<file path="config.mk">
export PLATFORM = sky130hd
export DESIGN_NAME = spm_sleep_power_manager
export DESIGN_NICKNAME = d
export VERILOG_FILES = /design/src/spm_pkg.sv /design/src/spm_clk_gate.sv /design/src/spm_sleep_power_manager.sv
export VERILOG_INCLUDE_DIRS = /design/src
export SDC_FILE = /design/constraint.sdc
export NUM_CORES = 1
export LEC_CHECK = 0
export ABC_CLOCK_PERIOD_IN_PS = 2100
export CAP_MARGIN = 15
export CELL_PAD_IN_SITES_DETAIL_PLACEMENT = 0
export CELL_PAD_IN_SITES_GLOBAL_PLACEMENT = 1
export CORE_ASPECT_RATIO = 1.1
export CORE_MARGIN = 2
export CORE_UTILIZATION = 41
export CTS_CLUSTER_DIAMETER = 50
export DETAILED_ROUTE_END_ITERATION = 12
export DONT_BUFFER_PORTS = 1
export MAX_ROUTING_LAYER = met4
export PLACE_DENSITY_LB_ADDON = 0.1
export SLEW_MARGIN = 20
export SYNTH_ARGS = -nofsm -noshare
export SYNTH_HDL_FRONTEND = slang
export SYNTH_SLANG_ARGS = --single-unit
export TNS_END_PERCENT = 5
</file>
<file path="constraint.sdc">
create_clock -name i_clk -period 2.1 [get_ports i_clk]
set_input_delay 0.42 -clock i_clk [delete_from_list [all_inputs] [get_ports i_clk]]
set_output_delay 0.42 -clock i_clk [all_outputs]
set_load 0.02 [all_outputs]
</file>
<file path="src/spm_consts.svh">
`ifndef SPM_CONSTS_SVH
`define SPM_CONSTS_SVH

// doze mode field encodings
`define SPM_MODE_IDLE      3'h0
`define SPM_MODE_NOISE     3'h1
`define SPM_MODE_STOP      3'h2
`define SPM_MODE_SAVE      3'h3
`define SPM_MODE_STANDBY   3'h6

// control register layout (doze arm in bit 0, mode field in bits 3:1)
`define SPM_ADDR_CTRL      8'h00
`define SPM_ADDR_STOP      8'h01
`define SPM_ADDR_STATUS    8'h02
`define SPM_ARM_BIT        0
`define SPM_MODE_LSB       1
`define SPM_CTRL_RESET     8'h00
`define SPM_STOP_RESET     8'h00

// wake timing, in cycles, and wake counter width in bits
`define SPM_STANDBY_WAKE   6
`define SPM_IRQ_HALT       4
`define SPM_CNT_W          16

`endif

</file>
<file path="src/spm_pkg.sv">
package spm_pkg;
	typedef enum logic [5:0] {
		SPM_RUN      = 6'b00_0001,
		SPM_SLEEP    = 6'b00_0010,
		SPM_START    = 6'b00_0100,
		SPM_HALT     = 6'b00_1000,
		SPM_RESUME   = 6'b01_0000,
		SPM_SPARE    = 6'b10_0000
	} spm_state_e;

	typedef struct packed {
		logic       timer_ovf;
		logic       timer_cmp;
		logic       mask_ovf;
		logic       mask_cmp;
		logic       global_ie;
		logic       timer_on;
		logic       timer_async;
	} spm_timer_s;

	typedef struct packed {
		logic       adc_on;
		logic       comp_on;
		logic       bod_on;
	} spm_analog_s;
endpackage

</file>
<file path="src/spm_clk_gate.sv">
`timescale 1ns/1ns
// latch-free gate: enable is retimed on the falling edge so the gate only
// opens or closes while the source clock is low
module spm_clk_gate (
	input  wire logic i_clk,
	input  wire logic i_en,
	output logic      o_gclk
);
	logic en_low_reg;

	always_ff @(negedge i_clk) begin
		en_low_reg <= i_en;
	end

	assign o_gclk = i_clk & en_low_reg;
endmodule

</file>
<file path="src/spm_sleep_power_manager.sv">
`timescale 1ns/1ns
`include "spm_consts.svh"

// Behaviour
// - after stop-mode wake, wait the fuse-selected start-up delay before resuming.
// - mode 011 plus doze enters save mode, like stop except timer two.
// - in save mode an enabled timer two keeps its clock.
// - timer two overflow/compare wakes save mode if masked in and global enable set.
// - save mode stops timer oscillator unless timer two runs asynchronously.
// - save mode stops main clock unless timer two runs synchronously.
// - a main clock kept in save mode reaches only timer two.
// - mode 110 with crystal option enters standby; oscillator keeps running.
// - standby wake takes six oscillator cycles.
// - each clock-stop bit gates its own module clock independently.
// - stopped module is frozen and ignores register accesses.
// - clearing a stop bit resumes the module in its held state.
// - per-module stopping matters only in active and idle.
// - an enabled converter stays enabled in every sleep mode.
// - first conversion after converter re-enable is extended.
// - comparator is forced off in sleep modes other than idle and noise.
// - fuse-enabled brown-out detector stays on in every sleep mode.
// - reference is on exactly when brown-out, comparator or converter needs it.
// - sleep only when arm bit set and doze executes; otherwise no effect.
// - idle 000, noise 001, stop 010; 100, 101, 111 reserved.
// - interrupt wake halts four cycles beyond start-up, then resumes.
module spm_sleep_power_manager #(
	parameter int NMOD = 4
) (
	input  wire logic              i_clk,
	input  wire logic              i_rst,
	input  wire logic [7:0]        i_addr,
	input  wire logic [7:0]        i_wdata,
	input  wire logic              i_wr,
	input  wire logic              i_rd,
	output logic      [7:0]        o_rdata,
	input  wire logic              i_doze,
	input  wire logic              i_wake_irq,
	input  wire logic              i_wake_reset,
	input  wire logic [`SPM_CNT_W-1:0] i_startup_cycles,
	input  wire logic              i_crystal_option,
	input  wire spm_pkg::spm_timer_s  i_timer,
	input  wire spm_pkg::spm_analog_s i_analog,
	input  wire logic [NMOD-1:0]   i_mod_access,
	output logic [NMOD-1:0]        o_mod_access_ok,
	output logic [NMOD-1:0]        o_mod_clk,
	output logic                   o_cpu_clk,
	output logic                   o_io_clk,
	output logic                   o_adc_clk,
	output logic                   o_timer2_clk_en,
	output logic                   o_main_osc_en,
	output logic                   o_timer_osc_en,
	output logic                   o_cpu_halted,
	output logic                   o_run_isr,
	output logic                   o_adc_en,
	output logic                   o_adc_extended,
	output logic                   o_comp_en,
	output logic                   o_bod_en,
	output logic                   o_vref_en,
	output logic [2:0]             o_mode
);
	import spm_pkg::*;

	logic [7:0]        ctrl_reg;
	logic [NMOD-1:0]   stop_reg;
	spm_state_e        state_reg;
	spm_state_e        state_next;
	logic [2:0]        mode_reg;
	logic [`SPM_CNT_W-1:0] cnt_reg;
	logic              irq_wake_reg;
	logic              adc_prev_reg;
	logic              adc_ext_reg;
	logic [7:0]        rdata_reg;

	logic [2:0]        field;
	logic              arm;
	logic              timer_wake;
	logic              wake;
	logic              sleeping;
	logic              cpu_on;
	logic              io_on;
	logic              adc_clk_on;
	logic              save_mode;

	// reserved codes and standby without crystal collapse onto stop mode
	function automatic logic [2:0] spm_eff_mode(input logic [2:0] m, input logic xtal);
		logic [2:0] r;
		r = m;
		case (m)
			`SPM_MODE_IDLE, `SPM_MODE_NOISE, `SPM_MODE_STOP, `SPM_MODE_SAVE: r = m;
			`SPM_MODE_STANDBY: r = xtal ? m : `SPM_MODE_STOP;
			default: r = `SPM_MODE_STOP;
		endcase
		return r;
	endfunction

	assign field = ctrl_reg[`SPM_MODE_LSB +: 3];
	assign arm   = ctrl_reg[`SPM_ARM_BIT];

	// register file
	always_ff @(posedge i_clk) begin
		if (i_rst) begin
			ctrl_reg <= `SPM_CTRL_RESET;
		end else if (i_wr && i_addr == `SPM_ADDR_CTRL) begin
			ctrl_reg <= {4'h0, i_wdata[3:0]};
		end
	end

	always_ff @(posedge i_clk) begin
		if (i_rst) begin
			stop_reg <= NMOD'(`SPM_STOP_RESET);
		end else if (i_wr && i_addr == `SPM_ADDR_STOP) begin
			stop_reg <= i_wdata[NMOD-1:0];
		end
	end

	always_ff @(posedge i_clk) begin
		if (i_rst) begin
			rdata_reg <= 8'h00;
		end else if (i_rd) begin
			case (i_addr)
				`SPM_ADDR_CTRL:   rdata_reg <= ctrl_reg;
				`SPM_ADDR_STOP:   rdata_reg <= 8'(stop_reg);
				`SPM_ADDR_STATUS: rdata_reg <= {2'h0, state_reg};
				default:          rdata_reg <= 8'h00;
			endcase
		end else begin
			rdata_reg <= 8'h00;
		end
	end
	assign o_rdata = rdata_reg;

	// wake sources
	assign save_mode  = (state_reg == SPM_SLEEP) && (mode_reg == `SPM_MODE_SAVE);
	assign timer_wake = save_mode && i_timer.global_ie &&
		((i_timer.timer_ovf && i_timer.mask_ovf) ||
		 (i_timer.timer_cmp && i_timer.mask_cmp));
	assign wake = i_wake_irq || i_wake_reset || timer_wake;

	// sequencer
	always_comb begin
		state_next = state_reg;
		case (state_reg)
			SPM_RUN: begin
				if (i_doze && arm) begin
					state_next = SPM_SLEEP;
				end
			end
			SPM_SLEEP: begin
				if (wake) begin
					state_next = SPM_START;
				end
			end
			SPM_START: begin
				if (cnt_reg == '0) begin
					state_next = irq_wake_reg ? SPM_HALT : SPM_RESUME;
				end
			end
			SPM_HALT: begin
				if (cnt_reg == '0) begin
					state_next = SPM_RESUME;
				end
			end
			SPM_RESUME: state_next = SPM_RUN;
			default:    state_next = SPM_RUN;
		endcase
	end

	always_ff @(posedge i_clk) begin
		if (i_rst) begin
			state_reg <= SPM_RUN;
		end else begin
			state_reg <= state_next;
		end
	end

	always_ff @(posedge i_clk) begin
		if (i_rst) begin
			mode_reg <= `SPM_MODE_IDLE;
		end else if (state_reg == SPM_RUN && i_doze && arm) begin
			mode_reg <= spm_eff_mode(field, i_crystal_option);
		end
	end

	always_ff @(posedge i_clk) begin
		if (i_rst) begin
			irq_wake_reg <= 1'b0;
		end else if (state_reg == SPM_SLEEP && wake) begin
			irq_wake_reg <= !i_wake_reset && (i_wake_irq || timer_wake);
		end
	end

	// start-up delay: fuse-derived for deep modes, six cycles from standby
	always_ff @(posedge i_clk) begin
		if (i_rst) begin
			cnt_reg <= '0;
		end else if (state_reg == SPM_SLEEP && wake) begin
			if (mode_reg == `SPM_MODE_STANDBY) begin
				cnt_reg <= `SPM_CNT_W'(`SPM_STANDBY_WAKE - 1);
			end else if (mode_reg == `SPM_MODE_IDLE || mode_reg == `SPM_MODE_NOISE) begin
				cnt_reg <= '0;
			end else begin
				cnt_reg <= (i_startup_cycles == '0) ? '0 :
					i_startup_cycles - `SPM_CNT_W'(1);
			end
		end else if (state_reg == SPM_START && cnt_reg == '0) begin
			cnt_reg <= `SPM_CNT_W'(`SPM_IRQ_HALT - 1);
		end else if (cnt_reg != '0) begin
			cnt_reg <= cnt_reg - `SPM_CNT_W'(1);
		end
	end

	assign sleeping     = (state_reg == SPM_SLEEP) || (state_reg == SPM_START);
	assign o_cpu_halted = (state_reg != SPM_RUN);
	assign o_run_isr    = (state_reg == SPM_RESUME) && irq_wake_reg;
	assign o_mode       = mode_reg;

	// clock domains per mode
	assign cpu_on     = !o_cpu_halted;
	assign io_on      = !sleeping || mode_reg == `SPM_MODE_IDLE;
	assign adc_clk_on = io_on || mode_reg == `SPM_MODE_NOISE;

	// oscillators: main clock stays for standby and synchronous timer two
	always_comb begin
		o_main_osc_en  = 1'b1;
		o_timer_osc_en = i_timer.timer_async;
		if (sleeping) begin
			case (mode_reg)
				`SPM_MODE_STOP: o_main_osc_en = 1'b0;
				`SPM_MODE_SAVE: o_main_osc_en = i_timer.timer_on && !i_timer.timer_async;
				`SPM_MODE_STANDBY: o_main_osc_en = 1'b1;
				default: o_main_osc_en = 1'b1;
			endcase
			if (mode_reg == `SPM_MODE_STOP || mode_reg == `SPM_MODE_STANDBY) begin
				o_timer_osc_en = 1'b0;
			end else if (mode_reg == `SPM_MODE_SAVE) begin
				o_timer_osc_en = i_timer.timer_on && i_timer.timer_async;
			end
		end
	end

	// timer two is the only consumer of the main clock in save mode
	assign o_timer2_clk_en = i_timer.timer_on &&
		(!sleeping || mode_reg != `SPM_MODE_STOP && mode_reg != `SPM_MODE_STANDBY);

	spm_clk_gate u_cpu_gate (
		.i_clk  (i_clk),
		.i_en   (cpu_on),
		.o_gclk (o_cpu_clk)
	);

	spm_clk_gate u_io_gate (
		.i_clk  (i_clk),
		.i_en   (io_on),
		.o_gclk (o_io_clk)
	);

	spm_clk_gate u_adc_gate (
		.i_clk  (i_clk),
		.i_en   (adc_clk_on),
		.o_gclk (o_adc_clk)
	);

	// module clocks: stop bits act in active and idle; deeper modes halt io
	genvar g;
	generate
		for (g = 0; g < NMOD; g++) begin : g_mod
			spm_clk_gate u_mod_gate (
				.i_clk  (i_clk),
				.i_en   (io_on && !stop_reg[g]),
				.o_gclk (o_mod_clk[g])
			);
			// frozen module refuses register traffic
			assign o_mod_access_ok[g] = i_mod_access[g] && !stop_reg[g];
		end
	endgenerate

	// converter and brown-out enables follow their own settings through every sleep mode; comparator only in idle and noise
	assign o_adc_en  = i_analog.adc_on;
	assign o_bod_en  = i_analog.bod_on;
	assign o_comp_en = i_analog.comp_on && (!sleeping ||
		mode_reg == `SPM_MODE_IDLE || mode_reg == `SPM_MODE_NOISE);
	assign o_vref_en = o_bod_en || o_comp_en || o_adc_en;

	always_ff @(posedge i_clk) begin
		if (i_rst) begin
			adc_prev_reg <= 1'b0;
		end else begin
			adc_prev_reg <= i_analog.adc_on;
		end
	end

	// extended flag held until the converter clock has run one conversion start
	always_ff @(posedge i_clk) begin
		if (i_rst) begin
			adc_ext_reg <= 1'b1;
		end else if (i_analog.adc_on && !adc_prev_reg) begin
			adc_ext_reg <= 1'b1;
		end else if (i_analog.adc_on && adc_clk_on) begin
			adc_ext_reg <= 1'b0;
		end
	end
	assign o_adc_extended = adc_ext_reg && i_analog.adc_on;
endmodule

</file>
==> metrics.md, run 1 <==
| Metric | Value |
|---|---|
| Final setup TNS | -6.17 ns |
| Number of synthesized flops with an enable pin | 0 |
| Number of nets in the layout | about 430 |
| Area used by multi-input combinational logic | 0.00175 mm2 |
| Clock Pin Slew Worst Setup and Hold Paths | ~0.1 ns |
| Cell leakage power | approximately 1.3 nW |
| Die Footprint | 0.00745 mm2 |
| Area share of the leading cell type in the synthesized netlist | 33.9% |
| Maxcap violations | 0 |
| Vertical extent of the die | around 90 um |
| Top Ports | 86 |
| Failing checks | negative setup slack |
| Buffering stage count on the worst path with inverters included | 2 |
| CP delay by family, top | simple AND/OR/NAND/NOR gates |
| Maximum VDD drop | roughly 0.52 mV |
| Critical-path top delay cell | or3_4 |
| Result of the run | finished, violations left |
| Register area | about 950 um2 |
| Growth of design area from synthesis to finish | 19.7% |
| Final period util | 123% |
| Main synth FF type | dfxtp_1 |
| Critical path fanouts, max | 2 |
| Class of the most critical setup path | reg -> out |
| Width of the die | roughly 82 um |
| Initial antenna violation count | 0 |
| Setup repair after global routing missed its margin | true |
| Combined global-route utilization of all metal layers | about a fifth |
| Final core utilization | around 50% |
| Worst Skew | slightly below 0.07 ns |
| Vias in the first global route | about 2600 |
| Via density | between 5 and 6 |
| Quantity of I/O buffers inserted on ports | 0 |
| Setup violation total in the final timing report | 27 |
| #FFs+latches synth | 47 |
| Period minus WS final | between 2 and 3 ns |
| Syn Inst Count | about 330 |
| Area inside the core boundary | around 0.0066 mm2 |
| Largest net degree at the start of global routing | 26 |
| Warnings from Yosys | 0 |
| Commonest cells post-synth | 47 x dfxtp_1, 44 x nor2_1, 20 x nand2_1 |
| Arrival time worst endpoint | between 2 and 2.5 ns |
| Ranking of synthesized cells by area | dfxtp_1 34%, nor2_1 5.9%, xnor2_1 4.7% |
| Netlist Area Pre-Place | 0.00278 mm2 |
| Placement Cell Area | slightly above 0.003 mm2 |
| Number of DRC violations after detailed-routing iteration 0 | 60 |
| Layout cell share with drive strength beyond 1 | about a quarter |
| Total power per unit cell area | 1090 mW/mm2 |
| Number of vias in the routed layout | 2542 |
| DR pass1 iterations | 4 |
| Final antenna diode count | 0 |
| Asr flop ratio synth | 0% |
| Final-report hold violation count | 0 |
| Buffers inserted during post-CTS setup optimization | 0 |
| Post-route design area | approximately 0.0033 mm2 |
| Synthesized area per cell | 8.35 um2 |
| Top achievable clock speed | approximately 390 MHz |
| Classification of the worst-slack hold path | in -> reg |
| Cell row count | 31 |
| Required time at the endpoint of the critical path | roughly 1.7 ns |
| Most instantiated library cell after synthesis | dfxtp_1 |
| Post-detailed-route DRC marker count | 0 |
| Remaining global-route overflow | 0 |
| Worst Setup Slack, final | -0.478 ns |
| Remaining number of nets flagged by the antenna check after routing | 0 |
| Critical path cell sequence | or3_4 > buf_4 > nor3_4 > o22ai_2 > buf_4 > and2_1 > or3_4 |
| Biggest area consumer among synthesized cells | dfxtp_1 |
| Element type at the critical path start | register |
| Seq/Total Area, Yosys | about 34% |
| Count of hold-fix buffers inserted at cts | 0 |
| Wire length reported by the detailed router | between 7000 and 8000 um |
| Placed wire-length estimate | approximately 5600 um |
| Clock tree from TritonCTS | done |
| First-pass GRT wire length | around 12000 um |
| Worst-Skew Late Latency | around 0.48 ns |
| Max-slew violation count | 0 |
| Count of cell types in the netlist | 57 |
| GPL Wtd Cong | approximately 0.8 |
| Starting utilization of the core area | a little over two fifths |
| Total Power Consumption | approximately 3.6 mW |
| Routed length per instance | ~16 um |
| Largest register FFs | 16 |
| Layout fillers | 649 |
| Slowest cell delay on critical path | roughly 0.38 ns |
| Type of element capturing the critical path | output port |
## worst register-to-register path, delay by kind of cell, from the launching register on
family / cells / cell delay [ns]
compound gates: 1 / 0.19
flops: 1 / 0.33
simple gates: 3 / 0.79
## where the power goes
group | internal, mW | switching, mW
Clock | 0.624 | 0.686
Sequential | 1.02 | 0.125
Combinational | 0.559 | 0.616
## cells by family after synthesis
group,share of synthesized area (%)
buffers and inverters,6.21
AO/OA/AOI/OAI,19.5
other,0.135
AND/OR/NAND/NOR,28.6
adder cells (fa/ha/maj),1.35
XOR/XNOR,5.99
flip-flops,33.9
multiplexers,4.32
## cells in the final DEF (no fill, tap or decap), types with 5 or more instances in the layout
cell type	instances
inv_1	16
nor2b_1	10
xnor2_1	15
nand3_1	15
clkbuf_8	9
nor3_1	5
o21a_1	5
nor2_1	44
o21ai_0	13
a32oi_1	8
nand2_1	20
and2_4	7
or3_4	5
mux2i_1	12
nor4_1	5
dfxtp_1	43
nand4b_1	5
buf_4	35
a21oi_2	5
a21oi_1	15
## metrics by stage
stage	hold slack, ns	std cells	worst slack (ns)
2_1_floorplan	0.447	335	-0.375
3_3_place_gp	0.463	434	-0.328
3_5_place_dp	0.479	434	-0.356
4_1_cts	0.0421	453	-0.495
5_1_grt	0.0382	453	-0.575
6_report	0.0534	453	-0.478
## routing by layer
layer | vias up | wire [um] | track usage, %
met1 | 1214 | 3000 | 23.4
li1 | 1268 | - | -
met4 | 0 | 131 | 7.79
met5 | - | 0 | -
met2 | 49 | 4010 | 36.0
met3 | 11 | 303 | 5.70
## cell type report
class	instances	area share [%]
multi-input cells	256	52.7
flip-flops and latches	47	28.4
repair buffers	38	9.18
clock buffers	10	3.84
well taps	82	3.08
clock inverters	10	1.65
inverters	10	1.13
## path summary, 6_finish.rpt
path,from,end,slack (ns),depth (start not counted)
setup / recovery,state_reg[4],o_vref_en,-0.48,7
hold / removal,i_rst,cnt_reg[15],0.05,1
setup reg to reg,state_reg[4],g_mod[2].u_mod_gate.en_low_reg,-0.32,4
hold reg to reg,adc_ext_reg,adc_ext_reg,0.50,1
## what timing repair did
action / 4_1_cts / 5_1_grt
endpoints found under the setup margin: 29 / 32
resized for setup: 25 / 4
hold endpoints to repair: 0 / 0
pin swaps: 6 / 3
No activity file was read; power rests on OpenSTA's default activity.
==> run 2: changes to the inputs <==
--- a/config.mk
+++ b/config.mk
@@ -18,6 +18,7 @@
 export DONT_BUFFER_PORTS = 1
 export MAX_ROUTING_LAYER = met4
 export PLACE_DENSITY_LB_ADDON = 0.1
+export SETUP_SLACK_MARGIN = 0.02
 export SLEW_MARGIN = 20
 export SYNTH_ARGS = -nofsm -noshare
 export SYNTH_HDL_FRONTEND = slang
==> run 2 against run 1 <==
Net effect:
- utilization is 0.057 points higher
- global-route usage unchanged
- the flow still finishes with violations (negative setup slack)
- fmax hardly changed
- die area is the same
- first-iteration DRC count fell by 1.7%
- critical endpoint unchanged
- sequential share of layout area barely moved
- wire length did not move
==> metrics.md, run 2 (synthesized netlist as in run 1, its figures left out) <==
| Metric | Value |
|---|---|
| Required time at the endpoint of the critical path | around 1.7 ns |
| Count of hold-fix buffers inserted at cts | 0 |
| Slowest cell delay on critical path | 0.38 ns |
| Worst reg2reg endpoint | g_mod[2].u_mod_gate.en_low_reg |
| Top library cells by usage in the layout, fill and taps aside | 44 x nor2_1, 43 x dfxtp_1, 34 x buf_4 |
| Setup violation total in the final timing report | 27 |
| Result of the run | finished, violations left |
| Number of DRC violations after detailed-routing iteration 0 | between 50 and 60 |
| Classification of the worst-slack hold path | in -> reg |
| Initial antenna violation count | 0 |
| Worst-Skew Late Latency | 0.48 ns |
| Post-detailed-route DRC marker count | 0 |
| Hold Crit Depth | 1 |
| Launch instance of the worst min-delay path | i_rst |
| Switching power share of the total | between 30% and 40% |
| Internal Pwr Total | around 2.2 mW |
| Vias in the first global route | 2566 |
| Number of vias in the routed layout | around 2500 |
| Post-route worst hold slack | approximately 0.053 ns |
| Largest register FFs | 16 |
| Critical-path top delay cell | or3_4 |
| Area inside the core boundary | roughly 0.0066 mm2 |
| Number of nets in the layout | ~430 |
| Top Ports | 86 |
| R2R cell count | 4 |
| Vertical extent of the die | roughly 90 um |
| Remaining global-route overflow | 0 |
| Final-report hold violation count | 0 |
| Reg2Reg Launch Point | state_reg[4] |
| Quantity of I/O buffers inserted on ports | 0 |
| Setup repair after global routing missed its margin | true |
| Class of the most critical setup path | reg -> out |
| Growth of design area from synthesis to finish | 19.9% |
| Clock Pin Slew Worst Setup and Hold Paths | ~0.10 ns |
| Die Footprint | roughly 0.0075 mm2 |
| Final period util | 123% |
| Top achievable clock speed | approximately 390 MHz |
| Final core utilization | roughly half |
| Failing checks | negative setup slack |
| Endpoint of the worst hold-timing path | cnt_reg[15] |
| Clock tree from TritonCTS | done |
| Starting utilization of the core area | a little over two fifths |
| Via density | ~5.6 |
| Worst Skew | 0.0692 ns |
| Combined global-route utilization of all metal layers | around a fifth |
| Worst Setup Slack, final | -0.478 ns |
| Sequential cell fraction of total power | 31.5% |
| Largest net degree at the start of global routing | 26 |
| Cell row count | 31 |
| Type of element capturing the critical path | output port |
| Maximum VDD drop | approximately 0.52 mV |
| Period minus WS final | 2.58 ns |
| Element type at the critical path start | register |
| Arrival time worst endpoint | between 2 and 2.5 ns |
| Routed length per instance | about 16 um |
| Critical path fanouts, max | 2 |
| Placed wire-length estimate | around 5600 um |
| Power share of the clock group | a little over a third |
| Total power per unit cell area | between 1000 and 1500 mW/mm2 |
| GPL Wtd Cong | ~0.80 |
| Remaining number of nets flagged by the antenna check after routing | 0 |
| Portion of total power attributed to combinational logic | 32.4% |
| Commonest non-fill, non-tap cell in the layout | nor2_1 |
| Net switching power | ~1.4 mW |
| First-pass GRT wire length | ~12000 um |
| Critical path cell sequence | or3_4 > buf_4 > nor3_4 > o22ai_2 > buf_4 > and2_1 > or3_4 |
| Final antenna diode count | 0 |
| Wire length reported by the detailed router | between 7000 and 8000 um |
| Cell leakage power | 1.32 nW |
| R2R setup slack | -0.32 ns |
| Maxcap violations | 0 |
| Max-slew violation count | 0 |
| Layout cell share with drive strength beyond 1 | about a quarter |
| Final setup TNS | -6.12 ns |
| DR pass1 iterations | 4 |
| Width of the die | about 82 um |
[run 2: cell types whose count changed in the layout (fill, tap and decap cells not counted)]
cell and change:
buf_4 -1, buf_6 +1
[run 2: power by group through the flow]
stage | registers [mW] | clock network, mW | logic, mW
floorplan | 1.13 | 0.421 | 0.899
global placement | 1.16 | 0.308 | 1.16
detailed placement | 1.16 | 0.308 | 1.17
CTS | 1.14 | 1.34 | 1.18
global route | 1.16 | 1.40 | 1.31
finish | 1.14 | 1.31 | 1.18
[run 2: cell type report]
type                    instances  area, um2
clock inverters                10       55.1
inverters                      10       37.5
flip-flops and latches         47        946
multi-input cells             256       1750
well taps                      82        103
fillers                       647       3220
clock buffers                  10        128
repair buffers                 38        309
[run 2: critical path: cells and delay by family, from the launching register on]
family                 cells  cell delay, ns
AO/OA/AOI/OAI              1            0.10
AND/OR/NAND/NOR            4            1.03
buffers and inverters      2            0.29
flip-flops                 1            0.33
[run 2: stage by stage]
stage	instances	total power [mW]	setup slack [ns]	area, um2
after floorplan	335	2.45	-0.375	2820
after global placement	434	2.63	-0.328	3070
after detailed placement	434	2.64	-0.356	3070
after CTS	453	3.66	-0.495	3310
after global routing	453	3.87	-0.575	3330
final	453	3.63	-0.478	3330
[run 2: worst max-delay path by stage]
stage | from | slack [ns] | endpoint
floorplan | state_reg[2] | -0.37 | u_cpu_gate.en_low_reg
global placement | state_reg[4] | -0.33 | g_mod[0].u_mod_gate.en_low_reg
detailed placement | state_reg[4] | -0.36 | g_mod[2].u_mod_gate.en_low_reg
CTS | state_reg[4] | -0.50 | o_vref_en
global route | state_reg[4] | -0.58 | o_vref_en
finish | state_reg[4] | -0.48 | o_vref_en
[run 2: routing by layer]
metal  vias up  global-route usage [%]  share of wire (%)
met5         -                       -                  0
met1      1216                    23.4                 40
li1       1268                       -                  -
met3        11                    5.70                4.1
met2        49                    36.0                 54
met4         0                    7.79                1.8
[run 2: timing repair]
item | CTS | global route
pin swaps | 6 | 3
setup endpoints to repair | 29 | 34
buffers inserted | 0 | 0
gates cloned | 0 | 0
resized for setup | 25 | 5
